==> src/pkg/vrt_timing_map.vh <==
// Purpose : Timing constants for the raster timing generator.
// Assumes : One pixel per clock at the rate given by VRT_PIXEL_CLK_HZ.
// Notes   : Counts are in pixel clocks (horizontal) and lines (vertical).
`ifndef VRT_TIMING_MAP_VH
`define VRT_TIMING_MAP_VH

// ****************************************
// Pixel clock
// ****************************************
`define VRT_PIXEL_CLK_HZ   25000000

// ****************************************
// Horizontal timing in pixel clocks
// ****************************************
`define VRT_H_VISIBLE      640
`define VRT_H_FRONT_PORCH  16
`define VRT_H_SYNC_PULSE   96
`define VRT_H_BACK_PORCH   48
`define VRT_H_TOTAL        800

// ****************************************
// Vertical timing in lines
// ****************************************
`define VRT_V_VISIBLE      480
`define VRT_V_FRONT_PORCH  10
`define VRT_V_SYNC_PULSE   2
`define VRT_V_BACK_PORCH   29
`define VRT_V_TOTAL        521

// ****************************************
// Widths and reset values
// ****************************************
`define VRT_H_CNT_W        10
`define VRT_V_CNT_W        10
`define VRT_COLOUR_W       4
`define VRT_SYNC_IDLE      1'b1
`define VRT_SYNC_ACTIVE    1'b0

`endif
==> src/hdl/vrt_counter.v <==
// Purpose : Wrapping counter used for both raster axes.
// Assumes : Single clock, asynchronous active-low reset.
// Notes   : Advances only when step_in is high; wraps after TOTAL-1.
`timescale 1ns/100ps

module vrt_counter #(
  parameter WIDTH = 10,
  parameter TOTAL = 800
) (
  input  wire             sys_clk_in,
  input  wire             rstn_in,
  input  wire             step_in,
  output reg  [WIDTH-1:0] count_out,
  output wire             last_out
);

  // The final count is cut down to the counter width on purpose.
  localparam integer     LAST_INT = TOTAL - 1;
  localparam [WIDTH-1:0] LAST_VAL = LAST_INT[WIDTH-1:0];

  // Flags the final count so the caller can chain the next axis.
  assign last_out = (count_out == LAST_VAL);

  // Counts up and wraps to zero at the end of the period.
  always @(posedge sys_clk_in or negedge rstn_in) begin
    if (!rstn_in) begin
      count_out <= {WIDTH{1'b0}};
    end else if (step_in) begin
      if (last_out) begin
        count_out <= {WIDTH{1'b0}};
      end else begin
        count_out <= count_out + {{(WIDTH-1){1'b0}}, 1'b1};
      end
    end
  end

endmodule

==> src/hdl/vrt_raster_gen.v <==
// Purpose : Raster timing generator for a 640x480 analogue monitor.
// Assumes : sys_clk_in is the pixel clock; pixel memory answers one clock after
//           an address is presented.
// Notes   : Counter origin is the first visible pixel, so column and row are
//           the memory coordinates directly. All outputs are registered.
//           Each axis walks four phases in this order:
//             visible     : colour shown, sync high.
//             front porch : blank, sync high.
//             sync pulse  : blank, sync low.
//             back porch  : blank, sync high, then the axis wraps.
//           The column counter steps every pixel clock; the row counter steps
//           once per line, on the clock in which the column counter wraps.
//           Colour outputs trail the counters by two clocks, one for the address
//           stage and one for the memory answer; syncs are delayed to match.
//           Horizontal and vertical sync edges keep a fixed phase: the
//           frame pulse starts on the clock that shows column zero of its line.
//           In reset, colour is zero, the request is low and both syncs idle
//           high; counting starts at the first visible pixel on release.
`timescale 1ns/100ps
`include "vrt_timing_map.vh"

// Defaults give the 640x480 mode from a 25 MHz clock, just under 60 Hz.
module vrt_raster_gen #(
  parameter H_VISIBLE = `VRT_H_VISIBLE,
  parameter H_FRONT   = `VRT_H_FRONT_PORCH,
  parameter H_SYNC    = `VRT_H_SYNC_PULSE,
  parameter H_BACK    = `VRT_H_BACK_PORCH,
  parameter V_VISIBLE = `VRT_V_VISIBLE,
  parameter V_FRONT   = `VRT_V_FRONT_PORCH,
  parameter V_SYNC    = `VRT_V_SYNC_PULSE,
  parameter V_BACK    = `VRT_V_BACK_PORCH
) (
  input  wire                        sys_clk_in,
  input  wire                        rstn_in,
  input  wire [3*`VRT_COLOUR_W-1:0]  pixel_data_in,
  output reg  [`VRT_H_CNT_W-1:0]     pixel_col_out,
  output reg  [`VRT_V_CNT_W-1:0]     pixel_row_out,
  output reg                         pixel_req_out,
  output reg  [`VRT_COLOUR_W-1:0]    red_out,
  output reg  [`VRT_COLOUR_W-1:0]    green_out,
  output reg  [`VRT_COLOUR_W-1:0]    blue_out,
  output reg                         horizontal_sync_out,
  output reg                         vertical_sync_out
);

  // ****************************************
  // Derived boundaries
  // ****************************************
  // Line and frame lengths in clocks and lines.
  localparam H_TOTAL = H_VISIBLE + H_FRONT + H_SYNC + H_BACK;
  localparam V_TOTAL = V_VISIBLE + V_FRONT + V_SYNC + V_BACK;

  // Phase codes shared by both axes.
  localparam [1:0] PH_VISIBLE     = 2'h0;
  localparam [1:0] PH_FRONT_PORCH = 2'h1;
  localparam [1:0] PH_SYNC_PULSE  = 2'h2;
  localparam [1:0] PH_BACK_PORCH  = 2'h3;

  // Cuts a column boundary down to the counter width on purpose.
  function [`VRT_H_CNT_W-1:0] to_col;
    input integer val;
    begin
      to_col = val[`VRT_H_CNT_W-1:0];
    end
  endfunction

  // Cuts a row boundary down to the counter width on purpose.
  function [`VRT_V_CNT_W-1:0] to_row;
    input integer val;
    begin
      to_row = val[`VRT_V_CNT_W-1:0];
    end
  endfunction

  // Window edges, held at counter width.
  localparam [`VRT_H_CNT_W-1:0] H_VIS_END  = to_col(H_VISIBLE);
  localparam [`VRT_H_CNT_W-1:0] H_SYNC_BEG = to_col(H_VISIBLE + H_FRONT);
  localparam [`VRT_H_CNT_W-1:0] H_SYNC_END = to_col(H_VISIBLE + H_FRONT + H_SYNC);
  localparam [`VRT_V_CNT_W-1:0] V_VIS_END  = to_row(V_VISIBLE);
  localparam [`VRT_V_CNT_W-1:0] V_SYNC_BEG = to_row(V_VISIBLE + V_FRONT);
  localparam [`VRT_V_CNT_W-1:0] V_SYNC_END = to_row(V_VISIBLE + V_FRONT + V_SYNC);

  // Names the phase that pos lies in; the back porch runs up to the wrap.
  function [1:0] phase_of;
    input [9:0] pos;
    input [9:0] vis_end;
    input [9:0] pulse_beg;
    input [9:0] pulse_end;
    begin
      if (pos < vis_end) begin
        phase_of = PH_VISIBLE;
      end else if (pos < pulse_beg) begin
        phase_of = PH_FRONT_PORCH;
      end else if (pos < pulse_end) begin
        phase_of = PH_SYNC_PULSE;
      end else begin
        phase_of = PH_BACK_PORCH;
      end
    end
  endfunction

  // ****************************************
  // Counters
  // ****************************************
  wire [`VRT_H_CNT_W-1:0] h_cnt;
  wire [`VRT_V_CNT_W-1:0] v_cnt;
  wire                    h_last;

  // Pixel counter, one step per pixel clock, free running.
  vrt_counter #(
    .WIDTH (`VRT_H_CNT_W),
    .TOTAL (H_TOTAL)
  ) u_h_cnt (
    .sys_clk_in (sys_clk_in),
    .rstn_in    (rstn_in),
    .step_in    (1'b1),
    .count_out  (h_cnt),
    .last_out   (h_last)
  );

  // Line counter, one step per line, free running.
  vrt_counter #(
    .WIDTH (`VRT_V_CNT_W),
    .TOTAL (V_TOTAL)
  ) u_v_cnt (
    .sys_clk_in (sys_clk_in),
    .rstn_in    (rstn_in),
    .step_in    (h_last),
    .count_out  (v_cnt),
    .last_out   ()
  );

  // ****************************************
  // Timing decode
  // ****************************************
  wire [1:0] h_phase = phase_of(h_cnt, H_VIS_END, H_SYNC_BEG, H_SYNC_END);
  wire [1:0] v_phase = phase_of(v_cnt, V_VIS_END, V_SYNC_BEG, V_SYNC_END);
  wire       in_area = (h_phase == PH_VISIBLE) && (v_phase == PH_VISIBLE);

  // Phase of the pixel now being addressed, and its decoded meaning.
  reg [1:0] h_phase_r;
  reg [1:0] v_phase_r;
  reg       colour_en;
  reg       h_pulse;
  reg       v_pulse;

  // ****************************************
  // Address stage
  // ****************************************
  // Address stage: request the pixel under the counters one clock ahead.
  always @(posedge sys_clk_in or negedge rstn_in) begin
    if (!rstn_in) begin
      pixel_col_out <= 10'h000;
      pixel_row_out <= 10'h000;
      pixel_req_out <= 1'b0;
      // Parking both phases in a porch keeps the picture blank, syncs idle.
      h_phase_r     <= PH_FRONT_PORCH;
      v_phase_r     <= PH_FRONT_PORCH;
    end else begin
      pixel_col_out <= h_cnt;
      pixel_row_out <= v_cnt;
      pixel_req_out <= in_area;
      h_phase_r     <= h_phase;
      v_phase_r     <= v_phase;
    end
  end

  // ****************************************
  // Phase decode
  // ****************************************
  // Horizontal phase gates colour and forms the line pulse.
  always @* begin
    colour_en = 1'b0;
    h_pulse   = 1'b0;
    case (h_phase_r)
      PH_VISIBLE: begin
        colour_en = (v_phase_r == PH_VISIBLE);
      end
      PH_SYNC_PULSE: begin
        h_pulse = 1'b1;
      end
      default: begin
        colour_en = 1'b0;
        h_pulse   = 1'b0;
      end
    endcase
  end

  // Vertical phase forms the frame pulse; it covers whole lines.
  always @* begin
    v_pulse = 1'b0;
    case (v_phase_r)
      PH_SYNC_PULSE: begin
        v_pulse = 1'b1;
      end
      default: begin
        v_pulse = 1'b0;
      end
    endcase
  end

  // ****************************************
  // Output stage
  // ****************************************
  // Output stage: colour and sync aligned to the same pixel period.
  always @(posedge sys_clk_in or negedge rstn_in) begin
    if (!rstn_in) begin
      red_out             <= 4'h0;
      green_out           <= 4'h0;
      blue_out            <= 4'h0;
      horizontal_sync_out <= `VRT_SYNC_IDLE;
      vertical_sync_out   <= `VRT_SYNC_IDLE;
    end else begin
      // Twelve colour bits, blanked outside the visible area.
      red_out   <= colour_en ? pixel_data_in[11:8] : 4'h0;
      green_out <= colour_en ? pixel_data_in[7:4]  : 4'h0;
      blue_out  <= colour_en ? pixel_data_in[3:0]  : 4'h0;
      // Sync pulses are active low.
      horizontal_sync_out <= h_pulse ? `VRT_SYNC_ACTIVE : `VRT_SYNC_IDLE;
      vertical_sync_out   <= v_pulse ? `VRT_SYNC_ACTIVE : `VRT_SYNC_IDLE;
    end
  end

endmodule

==> config.mk <==
export PLATFORM = sky130hd
export DESIGN_NAME = vrt_raster_gen
export DESIGN_NICKNAME = d
export VERILOG_FILES = /design/src/hdl/vrt_counter.v /design/src/hdl/vrt_raster_gen.v
export VERILOG_INCLUDE_DIRS = /design/src /design/src/pkg
export SDC_FILE = /design/constraint.sdc
export NUM_CORES = 1
export LEC_CHECK = 0
export ABC_AREA = 1
export CORE_UTILIZATION = 51
export DETAILED_ROUTE_END_ITERATION = 6
export DONT_BUFFER_PORTS = 1
export MAX_ROUTING_LAYER = met4
export PLACE_DENSITY = 0.64
export SLEW_MARGIN = 20
export SYNTH_ARGS = -nofsm -noshare
export SYNTH_HDL_FRONTEND = slang
export SYNTH_SLANG_ARGS = --single-unit
==> constraint.sdc <==
create_clock -name sys_clk_in -period 2.8 [get_ports sys_clk_in]
set_input_delay 0.28 -clock sys_clk_in [delete_from_list [all_inputs] [get_ports sys_clk_in]]
set_output_delay 0.28 -clock sys_clk_in [all_outputs]
set_load 0.02 [all_outputs]
==> impl_results.md <==
* Share of the clock period used by the worst path at 56.7%
* Die Ht at 68.5 um
* MaxCap Viol Count at 0
* Clock tree from TritonCTS: done
* Buffers from clock root to sink, at most at 2
* Die footprint at 4690 um2
* Share of final-layout standard cells stronger than drive strength 1 at 11.4%
* Worst vdd rail ir drop at 0.281 mV
* Clock tree root driver cell: sky130_fd_sc_hd__clkbuf_8
* Critical Path End Type: flop
* Status: completed
* Initial standard-cell utilization of the core at 54.8%
* Highest cell delay on the worst timing path at 0.38 ns
* EDFF count, synth at 0
* Cell with the biggest individual delay on the critical path: sky130_fd_sc_hd__dfrtp_1
* GRT met3 Usage at 8.22%
* Die Width at 68.5 um
* Vias post-DR at 1,454
* Post-route clock skew at 0.00478 ns
* Synth Cell Area at 2250 um2
* Count of inserted antenna diode cells at 0
* H-Tree Depth at 3
* Fill cells at 346
* Antenna-violating nets left at 0
* Mean post-synth cell area at 10.2 um2
* HPWL after detailed placement at 2520 um
* Final period demand of the worst path at 1.59 ns
* Sum of routed wire length over all layers at 3850 um
* Biggest fanout along the worst timing path at 8
* GRT Resource Usage Total at 20.4%
* Count of distinct cell types in the synthesized netlist at 29
* Sinks on the clock net at 59
* Cell area power density at 663 nW/um2
* Starting DRT DRC Count at 83
* Number of standard-cell rows in the floorplan at 23
* Leading post-synthesis cells by cell area: sky130_fd_sc_hd__dfrtp_1 (61%), sky130_fd_sc_hd__nand2_1 (6.7%), sky130_fd_sc_hd__inv_1 (5.7%)
* Primary FF master, synth: sky130_fd_sc_hd__dfrtp_1
* Cell Chain, Critical Path: ha_1 > nand2_2 > nor2_4 > nand4_1 > nand2_1 > nand2_1 > o21a_1
* Global-route wire length before repair at 6360 um
* Required time of the worst setup path at 3.02 ns
* Gate count of the mapped netlist at 220
* Clock-pin slew on the worst setup and hold paths at 0.06 ns
* Count of final hold-check violations at 0
* Relative slew slack at 75.5%
* Routed length per instance at 13.5 um
* Summed area of non-filler cells in the final layout at 2550 um2
* Count of endpoints failing setup in the final report at 0
* LEAKAGE at 1.32 nW
* Synth area leader: sky130_fd_sc_hd__dfrtp_1
* Setup repair after global routing missed its margin: false
* Share of the core filled with cells at 61.9%
* Boundary pin count at 49
* Total negative slack at 0 ns
* Placeable core area at 4120 um2
* Routing usage on met1 at 25.7%
* Async set or reset register ratio after synthesis at 100%
* Max Slew Vio Count at 0
* Vias in the first global route at 1,374
* Class of the tightest hold or removal check: input pin to flop
* First-pass detailed-route iteration total at 5
* Port Buf Inserts at 0
* Data arrival time of the critical path at 1.80 ns
* Insertion delay to the later sink of the worst-skew pair at 0.33 ns
* Launching element type of the critical path: flop
* Highest clock rate at 0.630 GHz
* Global-route layer with the greatest usage: met2
* Met2 Track Usage GR at 27.7%
* Synth-to-layout area growth at 12.9%
* Final Hold Slack at 0.0530 ns
* GRT overflow at 0
* Proportion of netlist area held by the largest area contributor at 61.0%
* Syn Nets at 237
* Vias per cell at 5.08
* Synthesis warning total at 0
* Synth top cells by count: sky130_fd_sc_hd__dfrtp_1 (55), sky130_fd_sc_hd__nand2_1 (40), sky130_fd_sc_hd__inv_1 (34), sky130_fd_sc_hd__nor2_1 (29), sky130_fd_sc_hd__nand3_1 (12)
* Most frequent cell after synthesis: sky130_fd_sc_hd__dfrtp_1
* Setup CP Type: flop to flop
* Initial antenna violation count at 0
* Inserted Clock Buffers at 9
* Sequential-to-total area share from yosys stat at 65.7%
* Placed cell area at 2300 um2
* Number of register bits inferred by synthesis at 59
* Routability cong. at 0.874
* Slew of the pin with the lowest slew margin at 0.367 ns
* Largest net degree at the start of global routing at 60
* Sequential cell area at 1480 um2
* Residual DRC count at 0
* Total area of multi-input combinational cells at 627 um2
* Library cell appearing most often on the critical path: sky130_fd_sc_hd__nand2_1
* Number of nets at the end of the flow at 248
==> metrics by stage <==
| step | setup WS (ns) | std cells | power (mW) |
|---|---|---|---|
| after CTS | 1.23 | 286 | 1.71 |
| after global routing | 1.09 | 286 | 1.75 |
| after detailed placement | 1.25 | 268 | 0.900 |
| after global placement | 1.32 | 268 | 0.899 |
| after floorplan | 1.47 | 220 | 0.898 |
| final | 1.21 | 286 | 1.69 |
==> state kept, by name, summed over array words and instances (netlist names) <==
signal / count
green_out: 4
vertical_sync_out: 1
u_v_cnt.count_out: 10
h_phase_r: 2
u_h_cnt.count_out: 10
red_out: 4
pixel_req_out: 1
v_phase_r: 2
pixel_row_out: 10
blue_out: 4
pixel_col_out: 10
horizontal_sync_out: 1
==> power breakdown <==
part | switching [mW] | total (mW) | internal [mW]
logic | 0.0200 | 0.0287 | 0.00868
registers | 0.0145 | 0.877 | 0.862
clock network | 0.297 | 0.782 | 0.485
total | 0.332 | 1.69 | 1.36
==> repair_timing <==
| action | 4_1_cts | 5_1_grt |
|---|---|---|
| hold endpoints to repair | 59 | 0 |
| gates resized for setup | 0 | 0 |
| setup buffers | 0 | 0 |
| hold buffers | 2 | 0 |
==> per-layer routing <==
| metal | share of wire [%] | vias to the layer above |
|---|---|---|
| li1 | - | 706 |
| met5 | 0 | - |
| met1 | 45 | 686 |
| met4 | 1.1 | 0 |
| met3 | 7.1 | 4 |
| met2 | 47 | 58 |
==> final timing paths <==
check | cells after the start | to | slack (ns) | start
min | 2 | green_out[3] | 0.05 | pixel_data_in[7]
max | 7 | u_h_cnt.count_out[9] | 1.21 | u_h_cnt.count_out[0]
min reg2reg | 1 | vertical_sync_out | 0.40 | v_phase_r[1]
max in group asynchronous | 2 | v_phase_r[0] | 2.02 | rstn_in
min in group asynchronous | 2 | u_v_cnt.count_out[2] | 0.49 | rstn_in
max reg2reg | 7 | u_h_cnt.count_out[9] | 1.21 | u_h_cnt.count_out[0]
==> cells in the final DEF (no fill, tap or decap) <==
| cell type | n |
|---|---|
| sky130_fd_sc_hd__a21oi_1 | 3 |
| sky130_fd_sc_hd__a31o_2 | 1 |
| sky130_fd_sc_hd__a31oi_1 | 2 |
| sky130_fd_sc_hd__and3_1 | 1 |
| sky130_fd_sc_hd__buf_16 | 1 |
| sky130_fd_sc_hd__bufinv_16 | 1 |
| sky130_fd_sc_hd__clkbuf_1 | 3 |
| sky130_fd_sc_hd__clkbuf_8 | 12 |
| sky130_fd_sc_hd__dfrtp_1 | 55 |
| sky130_fd_sc_hd__dfstp_2 | 4 |
| sky130_fd_sc_hd__dlygate4sd3_1 | 1 |
| sky130_fd_sc_hd__ha_1 | 3 |
| sky130_fd_sc_hd__inv_1 | 34 |
| sky130_fd_sc_hd__inv_2 | 1 |
| sky130_fd_sc_hd__nand2_1 | 40 |
| sky130_fd_sc_hd__nand2_2 | 2 |
| sky130_fd_sc_hd__nand3_1 | 12 |
| sky130_fd_sc_hd__nand3_2 | 1 |
| sky130_fd_sc_hd__nand4_1 | 5 |
| sky130_fd_sc_hd__nor2_1 | 29 |
| sky130_fd_sc_hd__nor2_2 | 1 |
| sky130_fd_sc_hd__nor2_4 | 1 |
| sky130_fd_sc_hd__nor2_8 | 1 |
| sky130_fd_sc_hd__nor3_1 | 2 |
| sky130_fd_sc_hd__o21a_1 | 1 |
| sky130_fd_sc_hd__o21ai_0 | 10 |
| sky130_fd_sc_hd__o21ai_1 | 1 |
| sky130_fd_sc_hd__o21bai_1 | 1 |
| sky130_fd_sc_hd__or2_0 | 1 |
| sky130_fd_sc_hd__or2_2 | 1 |
| sky130_fd_sc_hd__xnor2_1 | 2 |
| sky130_fd_sc_hd__xor2_1 | 3 |
==> cell type report <==
type                            instances  area share [%]
Tap cell                               50            2.46
Clock buffer                           15            6.93
Multi-Input combinational cell        124            24.6
Timing Repair Buffer                    2            1.47
Clock inverter                          1            1.18
Inverter                               35            5.16
Sequential cell                        59            58.2
==> worst max-delay path: cells and delay by family (launching register included) <==
| kind | cells | cell delay, ns |
|---|---|---|
| AND/OR/NAND/NOR | 5 | 0.77 |
| AO/OA/AOI/OAI | 1 | 0.10 |
| flip-flops | 1 | 0.38 |
| adder cells (fa/ha/maj) | 1 | 0.22 |
==> kinds of logic (layout without fill, tap and decap cells) <==
group / after synthesis / in the layout / synth area share [%]
DFF: 59 / 59 / 65.7
xor gates and xnor gates: 5 / 5 / 1.94
AOI/OAI and AO/OA: 19 / 19 / 4.72
buffers and inverters: 37 / 53 / 6.49
and+or+nand+nor: 97 / 97 / 19.5
adders and majority gates: 3 / 3 / 1.66
Note: power is estimated with default switching activity, not from simulation.
